[config.mk]
export PLATFORM = sky130hd
export DESIGN_NAME = lacp_core
export DESIGN_NICKNAME = d
export VERILOG_FILES = /design/src/core/lacp_tick.v /design/src/core/lacp_core.v
export VERILOG_INCLUDE_DIRS = /design/src /design/src/core
export SDC_FILE = /design/constraint.sdc
export NUM_CORES = 1
export LEC_CHECK = 0
export ABC_CLOCK_PERIOD_IN_PS = 4600
export BUFFER_PORTS_ARGS = -buffer_cell sky130_fd_sc_hd__buf_2
export CORE_MARGIN = 2
export CORE_UTILIZATION = 35
export CTS_CLUSTER_DIAMETER = 80
export DETAILED_ROUTE_END_ITERATION = 16
export SYNTH_ARGS = -nofsm -noshare
export SYNTH_HDL_FRONTEND = slang
export SYNTH_HIERARCHICAL = 1
export SYNTH_SLANG_ARGS = --single-unit
[constraint.sdc]
create_clock -name clk_sys -period 4.6 [get_ports clk_sys]
set_input_delay 0.46 -clock clk_sys [delete_from_list [all_inputs] [get_ports clk_sys]]
set_output_delay 0.46 -clock clk_sys [all_outputs]
set_load 0.01 [all_outputs]
[src/core/lacp_regs.vh]
// Purpose: Constants for the login access control policy block
// Assumes: 10 MHz system clock, 1 ms timer tick
// Notes:   Offsets are byte addresses on the plain register port
`ifndef LACP_REGS_VH
`define LACP_REGS_VH

// Clock and tick
`define LACP_CLK_HZ        10000000
`define LACP_TICK_US       1000
`define LACP_TICK_CYC      14'h2710

// Register offsets
`define LACP_REG_CTRL      8'h00
`define LACP_REG_PAYI2T    8'h04
`define LACP_REG_PAYT2I    8'h08
`define LACP_REG_STATUS    8'h0C
`define LACP_REG_OWNLO     8'h10
`define LACP_REG_OWNHI     8'h14
`define LACP_REG_KEY       8'h18
`define LACP_REG_NEG       8'h1C
`define LACP_REG_NEGPAY    8'h20

// Field positions
`define LACP_CTRL_RES_LSB  0
`define LACP_CTRL_ALV_LSB  4
`define LACP_NEGPAY_T2I    16

// Reset values
`define LACP_RST_APPRES    3'h7
`define LACP_RST_APPALV    3'h7
`define LACP_RST_PAYMAX    14'h2000
`define LACP_NO_OWNER      64'hFFFFFFFFFFFFFFFF
`define LACP_KEY_SEED      32'h00000001
`define LACP_LFSR_TAPS     32'h80200003

// Payload limit in 128-byte units (2^20 bytes)
`define LACP_PAY_LIMIT     14'h2000

// Owner clear delay after release, in ms
`define LACP_CLEAR_MS      19'h003E8

// Alive timeout table, in ms
`define LACP_ALV_MS0       19'h00064
`define LACP_ALV_MS1       19'h000C8
`define LACP_ALV_MS2       19'h001F4
`define LACP_ALV_MS3       19'h003E8
`define LACP_ALV_MS4       19'h00BB8
`define LACP_ALV_MS5       19'h01388
`define LACP_ALV_MS6       19'h02710
`define LACP_ALV_MS7       19'h03A98

// Resumption timeout table, in ms
`define LACP_RES_MS0       19'h00000
`define LACP_RES_MS1       19'h01388
`define LACP_RES_MS2       19'h02710
`define LACP_RES_MS3       19'h03A98
`define LACP_RES_MS4       19'h07530
`define LACP_RES_MS5       19'h0EA60
`define LACP_RES_MS6       19'h1D4C0
`define LACP_RES_MS7       19'h493E0

`endif

[src/core/lacp_tick.v]
// Purpose: Millisecond tick divider for the negotiated timers
// Assumes: One clock domain
// Notes:   Emits a one-cycle enable every TICK_CYC cycles
`timescale 1ns/10ps
`default_nettype none

module lacp_tick #(
	parameter [13:0] TICK_CYC = 14'h2710
) (
	// Clock and reset
	input  wire       clk_sys,
	input  wire       rstn,
	// Tick enable
	output reg        tick
);

	reg [13:0] divCnt_ff;

	// Count up and pulse at wrap
	always @(posedge clk_sys or negedge rstn) begin
		if (!rstn) begin
			divCnt_ff <= 14'h0000;
			tick      <= 1'b0;
		end else if (divCnt_ff >= TICK_CYC - 14'h0001) begin
			divCnt_ff <= 14'h0000;
			tick      <= 1'b1;
		end else begin
			divCnt_ff <= divCnt_ff + 14'h0001;
			tick      <= 1'b0;
		end
	end

endmodule

`default_nettype wire

[src/core/lacp_core.v]
// Purpose: Login access control policy for one logical unit
// Assumes: Request strobes come from logic on clk_sys
// Notes:   One descriptor, its rules listed below
// Behaviour
// - Resumption timeout capped at five minutes
// - Keep owner context during resumption window
// - Keyed login stops and resets resumption timer
// - Resumption expiry releases access, logs out
// - Explicit logout releases resources at once
// - Ping sends unsolicited status with link state
// - No credit after ping: invalidate login
// - No credit: wait one interval, then logout
// - Payload minimum negotiated per direction
// - Payload in 128-byte units, limited
// - Descriptor holds owner, key, parameters
// - Power reset clears owner to ones
// - Owner cleared after release plus second
// - Same owner, wrong key: reject
// - Same owner, other parameters: reject
// - Reset service only for new owner
// - Fresh owner key each validated session
// - Release timeout is minimum of both
// - Inactivity timeout is minimum of both
// - Response returns key, timeouts, payloads
// - Alive code selects 100 ms to 15 s
// - Resumption code selects 0 s to 300 s
//
// Decided for this implementation: the placing of the registers and strobed register access.
`timescale 1ns/10ps
`default_nettype none
`include "lacp_regs.vh"

module lacp_core #(
	parameter [13:0] TICK_CYC = `LACP_TICK_CYC
) (
	// Clock and reset
	input  wire        clk_sys,
	input  wire        rstn,
	// Register port
	input  wire [7:0]  regAddr,
	input  wire [31:0] regWdata,
	input  wire        regWr,
	input  wire        regRd,
	output reg  [31:0] regRdata,
	// Login request
	input  wire        loginReq,
	input  wire [63:0] reqUid,
	input  wire [31:0] reqKey,
	input  wire [2:0]  reqResume,
	input  wire [2:0]  reqAlive,
	input  wire [13:0] reqPayI2T,
	input  wire [13:0] reqPayT2I,
	// Session events
	input  wire        logoutReq,
	input  wire        implicitLogout,
	input  wire        initActivity,
	input  wire        creditGrant,
	// Login answer
	output reg         loginAccept,
	output reg         loginReject,
	output reg         serviceReset,
	// Descriptor and response values
	output reg  [63:0] ownerUid,
	output reg  [31:0] ownerKey,
	output reg  [2:0]  rspResume,
	output reg  [2:0]  rspAlive,
	output reg  [13:0] rspPayI2T,
	output reg  [13:0] rspPayT2I,
	// Session state and actions
	output reg         sessionActive,
	output reg         resumeHold,
	output reg         forceLogout,
	output reg         pingReq,
	output reg  [3:0]  pingStatus
);

	////////////////////////////////////////////////////////////////////////
	// Helper functions

	// Smaller of two codes
	function [2:0] minCode;
		input [2:0] a;
		input [2:0] b;
		begin
			minCode = (a < b) ? a : b;
		end
	endfunction

	// Smaller of request, support and absolute limit
	function [13:0] minPay;
		input [13:0] a;
		input [13:0] b;
		reg   [13:0] m;
		begin
			m = (a < b) ? a : b;
			minPay = (m > `LACP_PAY_LIMIT) ? `LACP_PAY_LIMIT : m;
		end
	endfunction

	// Alive code to ms
	function [18:0] aliveMs;
		input [2:0] c;
		begin
			case (c)
				3'h0: aliveMs = `LACP_ALV_MS0;
				3'h1: aliveMs = `LACP_ALV_MS1;
				3'h2: aliveMs = `LACP_ALV_MS2;
				3'h3: aliveMs = `LACP_ALV_MS3;
				3'h4: aliveMs = `LACP_ALV_MS4;
				3'h5: aliveMs = `LACP_ALV_MS5;
				3'h6: aliveMs = `LACP_ALV_MS6;
				default: aliveMs = `LACP_ALV_MS7;
			endcase
		end
	endfunction

	// Resumption code to ms, top code is five minutes
	function [18:0] resumeMs;
		input [2:0] c;
		begin
			case (c)
				3'h0: resumeMs = `LACP_RES_MS0;
				3'h1: resumeMs = `LACP_RES_MS1;
				3'h2: resumeMs = `LACP_RES_MS2;
				3'h3: resumeMs = `LACP_RES_MS3;
				3'h4: resumeMs = `LACP_RES_MS4;
				3'h5: resumeMs = `LACP_RES_MS5;
				3'h6: resumeMs = `LACP_RES_MS6;
				default: resumeMs = `LACP_RES_MS7;
			endcase
		end
	endfunction

	////////////////////////////////////////////////////////////////////////
	// State

	reg  [2:0]  appResume_ff;
	reg  [2:0]  appAlive_ff;
	reg  [13:0] payMaxI2T_ff;
	reg  [13:0] payMaxT2I_ff;
	reg         clearRun_ff;
	reg  [18:0] rsCnt_ff;
	reg  [18:0] aliveCnt_ff;
	reg         credit_ff;
	reg         strike_ff;
	reg  [31:0] lfsr_ff;
	wire        tick;

	// Millisecond time base
	lacp_tick #(
		.TICK_CYC (TICK_CYC)
	) uTick (
		.clk_sys  (clk_sys),
		.rstn     (rstn),
		.tick     (tick)
	);

	////////////////////////////////////////////////////////////////////////
	// Login validation

	// Negotiated values for this request
	wire [2:0]  nxt_resume = minCode(reqResume, appResume_ff);
	wire [2:0]  nxt_alive  = minCode(reqAlive, appAlive_ff);
	wire [13:0] nxt_payI2T = minPay(reqPayI2T, payMaxI2T_ff);
	wire [13:0] nxt_payT2I = minPay(reqPayT2I, payMaxT2I_ff);

	// Owner comparisons
	wire ownerValid = (ownerUid != `LACP_NO_OWNER);
	wire ownerMatch = (ownerUid == reqUid);
	wire negDiffer  = ({nxt_resume, nxt_alive, nxt_payI2T, nxt_payT2I} !=
		{rspResume, rspAlive, rspPayI2T, rspPayT2I});
	wire keyBad     = ownerValid & ownerMatch & (reqKey != ownerKey);
	wire negBad     = ownerValid & ownerMatch & negDiffer;
	wire busy       = ownerValid & ~ownerMatch & (sessionActive | resumeHold);
	wire loginOk    = loginReq & ~logoutReq & ~(keyBad | negBad | busy);
	wire loginBad   = loginReq & ~logoutReq & ~loginOk;

	// Fresh key, never zero and never the previous one
	wire [31:0] nxt_key = (lfsr_ff == ownerKey) ? ~lfsr_ff : lfsr_ff;

	////////////////////////////////////////////////////////////////////////
	// Timer events

	wire aliveExp  = sessionActive & tick & (aliveCnt_ff <= 19'h00001);
	wire rsExp     = tick & (rsCnt_ff <= 19'h00001);
	wire resumeExp = resumeHold & rsExp;
	wire clearExp  = clearRun_ff & rsExp;
	wire doPing    = aliveExp & credit_ff;
	wire aliveOut  = aliveExp & ~credit_ff & strike_ff;
	wire implOk    = implicitLogout & sessionActive & ~logoutReq & ~loginReq;

	////////////////////////////////////////////////////////////////////////
	// Register port

	// Software configuration of application maxima
	always @(posedge clk_sys or negedge rstn) begin
		if (!rstn) begin
			appResume_ff <= `LACP_RST_APPRES;
			appAlive_ff  <= `LACP_RST_APPALV;
			payMaxI2T_ff <= `LACP_RST_PAYMAX;
			payMaxT2I_ff <= `LACP_RST_PAYMAX;
		end else if (regWr) begin
			if (regAddr == `LACP_REG_CTRL) begin
				appResume_ff <= regWdata[`LACP_CTRL_RES_LSB +: 3];
				appAlive_ff  <= regWdata[`LACP_CTRL_ALV_LSB +: 3];
			end
			if (regAddr == `LACP_REG_PAYI2T)
				payMaxI2T_ff <= regWdata[13:0];
			if (regAddr == `LACP_REG_PAYT2I)
				payMaxT2I_ff <= regWdata[13:0];
		end
	end

	// Read data one cycle after the strobe, zero otherwise
	always @(posedge clk_sys or negedge rstn) begin
		if (!rstn) begin
			regRdata <= 32'h00000000;
		end else if (regRd) begin
			case (regAddr)
				`LACP_REG_CTRL: regRdata <= {25'h0000000, appAlive_ff, 1'b0, appResume_ff};
				`LACP_REG_PAYI2T: regRdata <= {18'h00000, payMaxI2T_ff};
				`LACP_REG_PAYT2I: regRdata <= {18'h00000, payMaxT2I_ff};
				`LACP_REG_STATUS: regRdata <= {26'h0000000, strike_ff, credit_ff,
					ownerValid, clearRun_ff, resumeHold, sessionActive};
				`LACP_REG_OWNLO: regRdata <= ownerUid[31:0];
				`LACP_REG_OWNHI: regRdata <= ownerUid[63:32];
				`LACP_REG_KEY: regRdata <= ownerKey;
				`LACP_REG_NEG: regRdata <= {25'h0000000, rspAlive, 1'b0, rspResume};
				`LACP_REG_NEGPAY: regRdata <= {2'h0, rspPayT2I, 2'h0, rspPayI2T};
				default: regRdata <= 32'h00000000;
			endcase
		end else begin
			regRdata <= 32'h00000000;
		end
	end

	////////////////////////////////////////////////////////////////////////
	// Key generator

	// Free running LFSR, never reaches zero
	always @(posedge clk_sys or negedge rstn) begin
		if (!rstn)
			lfsr_ff <= `LACP_KEY_SEED;
		else if (lfsr_ff[0])
			lfsr_ff <= (lfsr_ff >> 1) ^ `LACP_LFSR_TAPS;
		else
			lfsr_ff <= lfsr_ff >> 1;
	end

	////////////////////////////////////////////////////////////////////////
	// Access control descriptor

	// Owner, key and negotiated parameters
	always @(posedge clk_sys or negedge rstn) begin
		if (!rstn) begin
			ownerUid  <= `LACP_NO_OWNER;
			ownerKey  <= 32'h00000000;
			rspResume <= 3'h0;
			rspAlive  <= 3'h0;
			rspPayI2T <= 14'h0000;
			rspPayT2I <= 14'h0000;
		end else if (logoutReq) begin
			ownerUid  <= `LACP_NO_OWNER;
			ownerKey  <= 32'h00000000;
		end else if (loginOk) begin
			ownerUid  <= reqUid;
			ownerKey  <= nxt_key;
			rspResume <= nxt_resume;
			rspAlive  <= nxt_alive;
			rspPayI2T <= nxt_payI2T;
			rspPayT2I <= nxt_payT2I;
		end else if (clearExp) begin
			ownerUid  <= `LACP_NO_OWNER;
		end
	end

	// Login answer pulses
	always @(posedge clk_sys or negedge rstn) begin
		if (!rstn) begin
			loginAccept  <= 1'b0;
			loginReject  <= 1'b0;
			serviceReset <= 1'b0;
		end else begin
			loginAccept  <= loginOk;
			loginReject  <= loginBad;
			serviceReset <= loginOk & ~ownerMatch;
		end
	end

	////////////////////////////////////////////////////////////////////////
	// Session and resumption timer

	// Resumption window, then owner clear delay, on one counter
	always @(posedge clk_sys or negedge rstn) begin
		if (!rstn) begin
			sessionActive <= 1'b0;
			resumeHold    <= 1'b0;
			clearRun_ff   <= 1'b0;
			rsCnt_ff      <= 19'h00000;
		end else if (logoutReq) begin
			sessionActive <= 1'b0;
			resumeHold    <= 1'b0;
			clearRun_ff   <= 1'b0;
			rsCnt_ff      <= 19'h00000;
		end else if (loginOk) begin
			sessionActive <= 1'b1;
			resumeHold    <= 1'b0;
			clearRun_ff   <= 1'b0;
			rsCnt_ff      <= 19'h00000;
		end else if (implOk) begin
			sessionActive <= 1'b0;
			resumeHold    <= 1'b1;
			rsCnt_ff      <= resumeMs(rspResume);
		end else if (aliveOut) begin
			sessionActive <= 1'b0;
		end else if (resumeExp) begin
			resumeHold    <= 1'b0;
			clearRun_ff   <= 1'b1;
			rsCnt_ff      <= `LACP_CLEAR_MS;
		end else if (clearExp) begin
			clearRun_ff   <= 1'b0;
			rsCnt_ff      <= 19'h00000;
		end else if (tick & (resumeHold | clearRun_ff)) begin
			rsCnt_ff      <= rsCnt_ff - 19'h00001;
		end
	end

	// Implicit logout of unreconnected logins and alive failures
	always @(posedge clk_sys or negedge rstn) begin
		if (!rstn)
			forceLogout <= 1'b0;
		else
			forceLogout <= ~logoutReq & ~loginOk & ~implOk & (aliveOut | resumeExp);
	end

	////////////////////////////////////////////////////////////////////////
	// Transport alive supervision

	// Credit flag: a grant wins over a same-cycle consume
	always @(posedge clk_sys or negedge rstn) begin
		if (!rstn)
			credit_ff <= 1'b0;
		else
			credit_ff <= creditGrant | (credit_ff & ~doPing & ~loginOk);
	end

	// Strike: set by any expired interval, with or without credit, cleared by credit
	always @(posedge clk_sys or negedge rstn) begin
		if (!rstn)
			strike_ff <= 1'b0;
		else if (creditGrant | loginOk | ~sessionActive)
			strike_ff <= 1'b0;
		else if (aliveExp)
			strike_ff <= 1'b1;
	end

	// Inactivity counter, restarted by activity or credit
	always @(posedge clk_sys or negedge rstn) begin
		if (!rstn)
			aliveCnt_ff <= 19'h00000;
		else if (loginOk)
			aliveCnt_ff <= aliveMs(nxt_alive);
		else if (initActivity | creditGrant | aliveExp)
			aliveCnt_ff <= aliveMs(rspAlive);
		else if (tick & sessionActive)
			aliveCnt_ff <= aliveCnt_ff - 19'h00001;
	end

	// Unsolicited status ping with current communication state
	always @(posedge clk_sys or negedge rstn) begin
		if (!rstn) begin
			pingReq    <= 1'b0;
			pingStatus <= 4'h0;
		end else begin
			pingReq    <= doPing & ~logoutReq & ~loginReq;
			if (doPing)
				pingStatus <= {strike_ff, ownerValid, resumeHold, sessionActive};
		end
	end
endmodule

`default_nettype wire

* Word-level counts from Yosys, hierarchy flattened
Cells that the tools add are included.
W data, S select, Z words.
** Operators by class
- Add/subtract/negate cells :: 3
- Muxes and demuxes :: 47
- Bitwise gates (word level) :: 49
- Reductions and logical operators :: 19
- Equal/unequal tests :: 34
- Magnitude comparators :: 9
** Operators with widths (count)
- $pmux W32 S9 :: 1
- $pmux W14 S7 :: 2
- $mux W64 :: 3
- $mux W19 :: 10
- $mux W32 :: 5
- $pmux W19 S7 :: 1
- $mux W14 :: 5
- $eq A64 B64 Y1 :: 1
- $ne A64 B64 Y1 const B :: 1
- $le A19 B1 Y1 const B :: 2
- $sub A19 B1 Y19 const B :: 2
- $ne A34 B34 Y1 :: 1
- $eq A32 B32 Y1 :: 1
- $eq A8 B5 Y1 const B :: 4
- $ne A32 B32 Y1 :: 1
- $not A32 Y32 :: 1
- $and A1 B1 Y1 :: 28
- $gt A14 B14 Y1 const B :: 2
- $lt A14 B14 Y1 :: 2
- $eq A3 B3 Y1 const B :: 9
- $eq A3 B2 Y1 const B :: 6
- $mux W1 :: 18
- $eq A8 B4 Y1 const B :: 2
- $add A14 B1 Y14 const B :: 1
- 19 further kinds :: 52
** Word-level totals
- Output and inout bits :: 173
- Flip-flop bits (word level) :: 295

* Depth between registers and ports, before layout
- Depth after elaboration :: 14
- Gate-level depth with buffers :: 20
- Mapped depth without buffers :: 15

* Cells and area by module
The synthesis kept the hierarchy.
** Modules (own cells, without submodules)
- lacp_core :: times used 1, cells each 1791, area an instance 16444.5 µm²
- lacp_tick :: times used 1, cells each 68, area an instance 700.7 µm²

* Worst setup path before layout
OpenSTA, ideal clock, no wires.
- Path type :: register to register
- From :: register payMaxI2T_ff[13]
- To :: register aliveCnt_ff[4]
- Stages on the path, launching flop included :: 18
- Data required time :: 4469 ps
- Data arrival time :: 4016 ps
- Library setup time :: 131 ps
- Period minus slack after synthesis :: 4147 ps
- Path slack :: 453 ps
- Cell sequence :: dfstp_2 -> clkbuf_1 -> inv_1 -> ha_1 -> nand4_1 -> nor3_1 -> a21oi_4 -> o211a_1 -> or4_1 -> or4b_1 -> a2111o_1 -> nor3_2 -> o21ai_1 -> buf_6 -> buf_6 -> buf_2 -> o21ai_0 -> o21ai_1
** Between the ends
- Word-level cells in the longest chain between the ends :: 11
** Ends and longest elaborated chain
- start: declaration :: line lacp_core.v:139 : reg [13:0] payMaxI2T_ff;
- start signal: assignment :: line lacp_core.v:200 : payMaxI2T_ff <= `LACP_RST_PAYMAX;
- start signal: assignment :: line lacp_core.v:208 : payMaxI2T_ff <= regWdata[13:0];
- $lt A14 B14 Y1 :: line lacp_core.v:95 : m = (a < b) ? a : b;
- $mux W14 (*) :: line lacp_core.v:95
- $gt A14 B14 Y1 (no line)
- $mux W14 (*) :: line lacp_core.v:96 : minPay = (m > `LACP_PAY_LIMIT) ? `LACP_PAY_LIMIT : m;
- $ne A34 B34 Y1 (*) :: line lacp_core.v:170 : wire negDiffer = ({nxt_resume, nxt_alive, nxt_payI2T, nxt_payT2I} !=
- $and A1 B1 Y1 (*) :: line lacp_core.v:173 : wire negBad = ownerValid & ownerMatch & negDiffer;
- $or A1 B1 Y1 (*) (2 in series) :: line lacp_core.v:175 : wire loginOk = loginReq & ~logoutReq & ~(keyBad | negBad | busy);
- $not A1 Y1 (*) :: line lacp_core.v:175
- $and A1 B1 Y1 (*) :: line lacp_core.v:175
- $reduce_bool A3 Y1 (no line) / $mux W19 (equally long branches)
- end signal: assignment :: line lacp_core.v:362 : aliveCnt_ff <= aliveMs(nxt_alive);
- end signal: assignment :: line lacp_core.v:364 : aliveCnt_ff <= aliveMs(rspAlive);
- end signal: assignment :: line lacp_core.v:366 : aliveCnt_ff <= aliveCnt_ff - 19'h00001;
- end: declaration :: line lacp_core.v:143 : reg [18:0] aliveCnt_ff;
Mark *: on every way between the ends. The rest lies on a longest branch, timed or not.
A chain may end at the register's enable or synchronous reset.

* Worst setup path in the final report
- From :: register payMaxT2I_ff[2]
- To :: register ownerUid[1]
** Between the ends
- Word-level cells in the longest chain between the ends :: 12
** Ends and longest elaborated chain
- start: declaration :: line lacp_core.v:140 : reg [13:0] payMaxT2I_ff;
- start signal: assignment :: line lacp_core.v:201 : payMaxT2I_ff <= `LACP_RST_PAYMAX;
- start signal: assignment :: line lacp_core.v:210 : payMaxT2I_ff <= regWdata[13:0];
- $lt A14 B14 Y1 :: line lacp_core.v:95
- $mux W14 (*) :: line lacp_core.v:95
- $gt A14 B14 Y1 (no line)
- $mux W14 (*) :: line lacp_core.v:96
- $ne A34 B34 Y1 (*) :: line lacp_core.v:170
- $and A1 B1 Y1 (*) :: line lacp_core.v:173
- $or A1 B1 Y1 (*) (2 in series) :: line lacp_core.v:175
- $not A1 Y1 (*) :: line lacp_core.v:175
- $and A1 B1 Y1 (*) :: line lacp_core.v:175
- $mux W64 :: line lacp_core.v:265 : end else if (loginOk) begin
- $mux W64 :: line lacp_core.v:262 : end else if (logoutReq) begin
- end signal: assignment :: line lacp_core.v:263 : ownerUid <= `LACP_NO_OWNER;
- end signal: assignment :: line lacp_core.v:266 : ownerUid <= reqUid;
- end signal: assignment :: line lacp_core.v:273 : ownerUid <= `LACP_NO_OWNER;
- end: declaration :: line lacp_core.v:63 : output reg [63:0] ownerUid,
Marked as above.

==> results.cfg <==
[run_status]
outcome = finished with violations
violations = hold timing

[final_layout]
final_area_um2 = 21300
stdcell_count = 2884
final_common_cell = buf_2
area_growth_pct = 24.1
fin_nets = 2449
drive_above_1_share_pct = 28.4
most-common-layout-cells = 332 x buf_2, 232 x nor2_1, 222 x dfrtp_1
final_core_util_pct = 43.8

[routing]
vias = 16600
post_drt_wl_per_cell_um = 24.0
drtIter0Drc = 1958
drtPass1Iterations = 6
drc_errors = 0
vias_per_cell = 5.75
ant_nets = 0
wl_mm = 69.3

[setup_path]
crit_path_cell_trace = inv_1, ha_1, nand4_1, o221ai_1, a211o_2, buf_4, nor3b_1, o21ai_0, or4b_1, a2111o_1, nor3_4, o21ai_4, buf_12, nor2_1, a21oi_1
cp-end-kind = flop
critPathLaunchType = flop
crit_buf_inv = 3
cp.arrival_ps = 4820
criticalPathCategory = flop to flop
critPathMaxStageDelay_ps = 560
crit_slowest_cell = or4b_1
critPathTopFamily = simple AND/OR/NAND/NOR gates
critPathRequiredTime_ps = 5040
path_max_fanout = 167

[clock_tree]
cts_buffers = 37
root_buffer = clkbuf_16
cts_tree = yes
clock_latency_ps = 560
htree_num_levels = 2
cts.clk_slew.worst_paths_ps = 60
cts.sinks = 295
cts.hold.buffers_added = 0
cts.path.max_buffers = 3

[logic_synthesis]
syn_avg_cell_area_um2 = 9.22
ys_seq_elements = 295
syn_inst = 1859
synth_cell_types = 73
synthFlopType = dfrtp_1
synthArstFlopShare_pct = 100
synth_edf_count = 0
synth_warnings = 6
ys_seq_area_share_pct = 43.6
syn_nets = 2076
syn_area_um2 = 17100

[floorplanning]
floorplan.initialDensity_pct = 35.2
die_w_um = 225
num_rows = 81
core_area_um2 = 48600
die_area_um2 = 50800
io_pins = 352
fp.dieH_um = 225

[placed_design]
dp_hpwl_mm = 52.6
place_area_um2 = 20000
io_buffers = 333
dpl.cell_count = 2813
gp_congestion = 0.929
dp_slack_ps = -32.6

[global_route]
antenna_found_initial = 5
grt_pass1_wl_mm = 102
grt.total_usage_pct = 26.7
overflow = 0
grt_pass1_vias = 16000
grt_max_degree = 168

[timing]
drv_slew = 0
fin_skew_ps = 26.0
finalSetupTns_ps = 0
hold_violations = 1
max_clock_freq_mhz = 228
setup_viol = 0
worstMarginPinSlew_ps = 1180
layout_setup_ws_ps = 219
post-route-period-util_pct = 95.2
slew_headroom_pct = 20.9
rsz0062_at_grt = no
whs_ps = -39.9
min_period_ps = 4380

[power_and_ir_drop]
irDropWorstVdd_v = 0.000265
p_leak_nw = 9.50
power.density_nw_per_um2 = 390

[worst_hold_path]
hp-class = primary input to async pin

[flow_run]
drv_cap = 0
metal layers:
layer | up-vias | wire length, um | global-route usage [%]
met4 | 6 | 3360 | 12.2
met1 | 8169 | 28400 | 33.9
met2 | 822 | 31800 | 43.3
li1 | 7429 | - | -
met5 | - | 32 | 0
met3 | 152 | 5670 | 5.98
metrics by stage:
stage | total power, mW | hold slack, ps
2_1_floorplan | 4.34 | 164
3_3_place_gp | 5.23 | 415
3_5_place_dp | 5.26 | 423
4_1_cts | 8.33 | 64.2
5_1_grt | 8.69 | 62.5
6_report | 8.31 | -39.9
worst paths after layout:
check | to | slack (ps) | cells past startpoint | start
max reg2reg | ownerUid[1]$_DFFE_PN1P_ | 220 | 15 | payMaxT2I_ff[2]$_DFFE_PN0P_
max in group asynchronous | lfsr_ff[0]$_DFF_PN1_ | 3510 | 2 | rstn
min | regRdata[13]$_DFF_PN0_ | -40 | 1 | rstn
min in group clk_sys | pingReq$_DFF_PN0_ | 110 | 2 | loginReq
min reg2reg | lfsr_ff[29]$_DFF_PN0_ | 430 | 0 | lfsr_ff[30]$_DFF_PN0_
max | ownerUid[1]$_DFFE_PN1P_ | 220 | 15 | payMaxT2I_ff[2]$_DFFE_PN0P_
synthesized netlist by cell type (9+ instances only):
| cell | count | area (um^2) |
|---|---|---|
| a211oi_1 | 9 | 67.6 |
| a21oi_1 | 145 | 726 |
| a222oi_1 | 34 | 340 |
| a22oi_1 | 28 | 210 |
| a31oi_1 | 30 | 188 |
| buf_2 | 21 | 105 |
| buf_6 | 14 | 158 |
| clkbuf_1 | 56 | 210 |
| dfrtp_1 | 222 | 5560 |
| dfstp_2 | 73 | 1920 |
| ha_1 | 38 | 475 |
| inv_1 | 66 | 248 |
| mux2_2 | 41 | 462 |
| mux2i_1 | 12 | 120 |
| nand2_1 | 131 | 492 |
| nand2b_1 | 20 | 125 |
| nand3_1 | 31 | 155 |
| nand3b_1 | 36 | 270 |
| nand4_1 | 38 | 238 |
| nor2_1 | 234 | 878 |
| nor2_2 | 9 | 56.3 |
| nor3_1 | 55 | 275 |
| nor4_1 | 57 | 357 |
| o21ai_0 | 36 | 180 |
| o21ai_1 | 66 | 330 |
| o31ai_1 | 11 | 82.6 |
| or3_1 | 9 | 56.3 |
| xnor2_1 | 83 | 727 |
| xor2_1 | 130 | 1140 |
cells by family after synthesis:
kind of cell    count (synthesis)  share of synthesized area (%)
fa+ha+maj                      38                           2.77
flops                         295                           43.6
xor+xnor                      213                           10.9
compound gates                439                           16.5
mux                            54                           3.52
buf+inv                       168                           4.49
simple gates                  652                           18.3
repair_timing:
action | CTS | global route
setup endpoints to repair | 0 | 174
resized for setup | 0 | 6
buffers inserted | 0 | 1
cell type report:
type / count / area, um^2
well taps: 622 / 778
clock buffers: 51 / 1010
diodes: 1 / 2.50
flip-flops and latches: 295 / 7470
clock inverters: 17 / 254
fillers: 4705 / 27400
inverters: 67 / 251
repair buffers: 434 / 2530
multi-input cells: 1397 / 8980
where the power goes:
part           internal, mW  switching [mW]  leakage (nW)
clock network          1.84            1.22         0.613
logic                 0.863            1.20          5.09
registers              2.83           0.362          3.80
total                  5.53            2.78          9.50
flip-flops by register name, indices dropped and copies added (netlist names), 4 cells and up:
register	count
payMaxI2T_ff	14
regRdata	32
ownerKey	32
payMaxT2I_ff	14
rsCnt_ff	19
rspPayT2I	14
uTick/divCnt_ff	14
ownerUid	64
aliveCnt_ff	19
rspPayI2T	14
pingStatus	4
lfsr_ff	32
(Power assumes the default switching activity.)
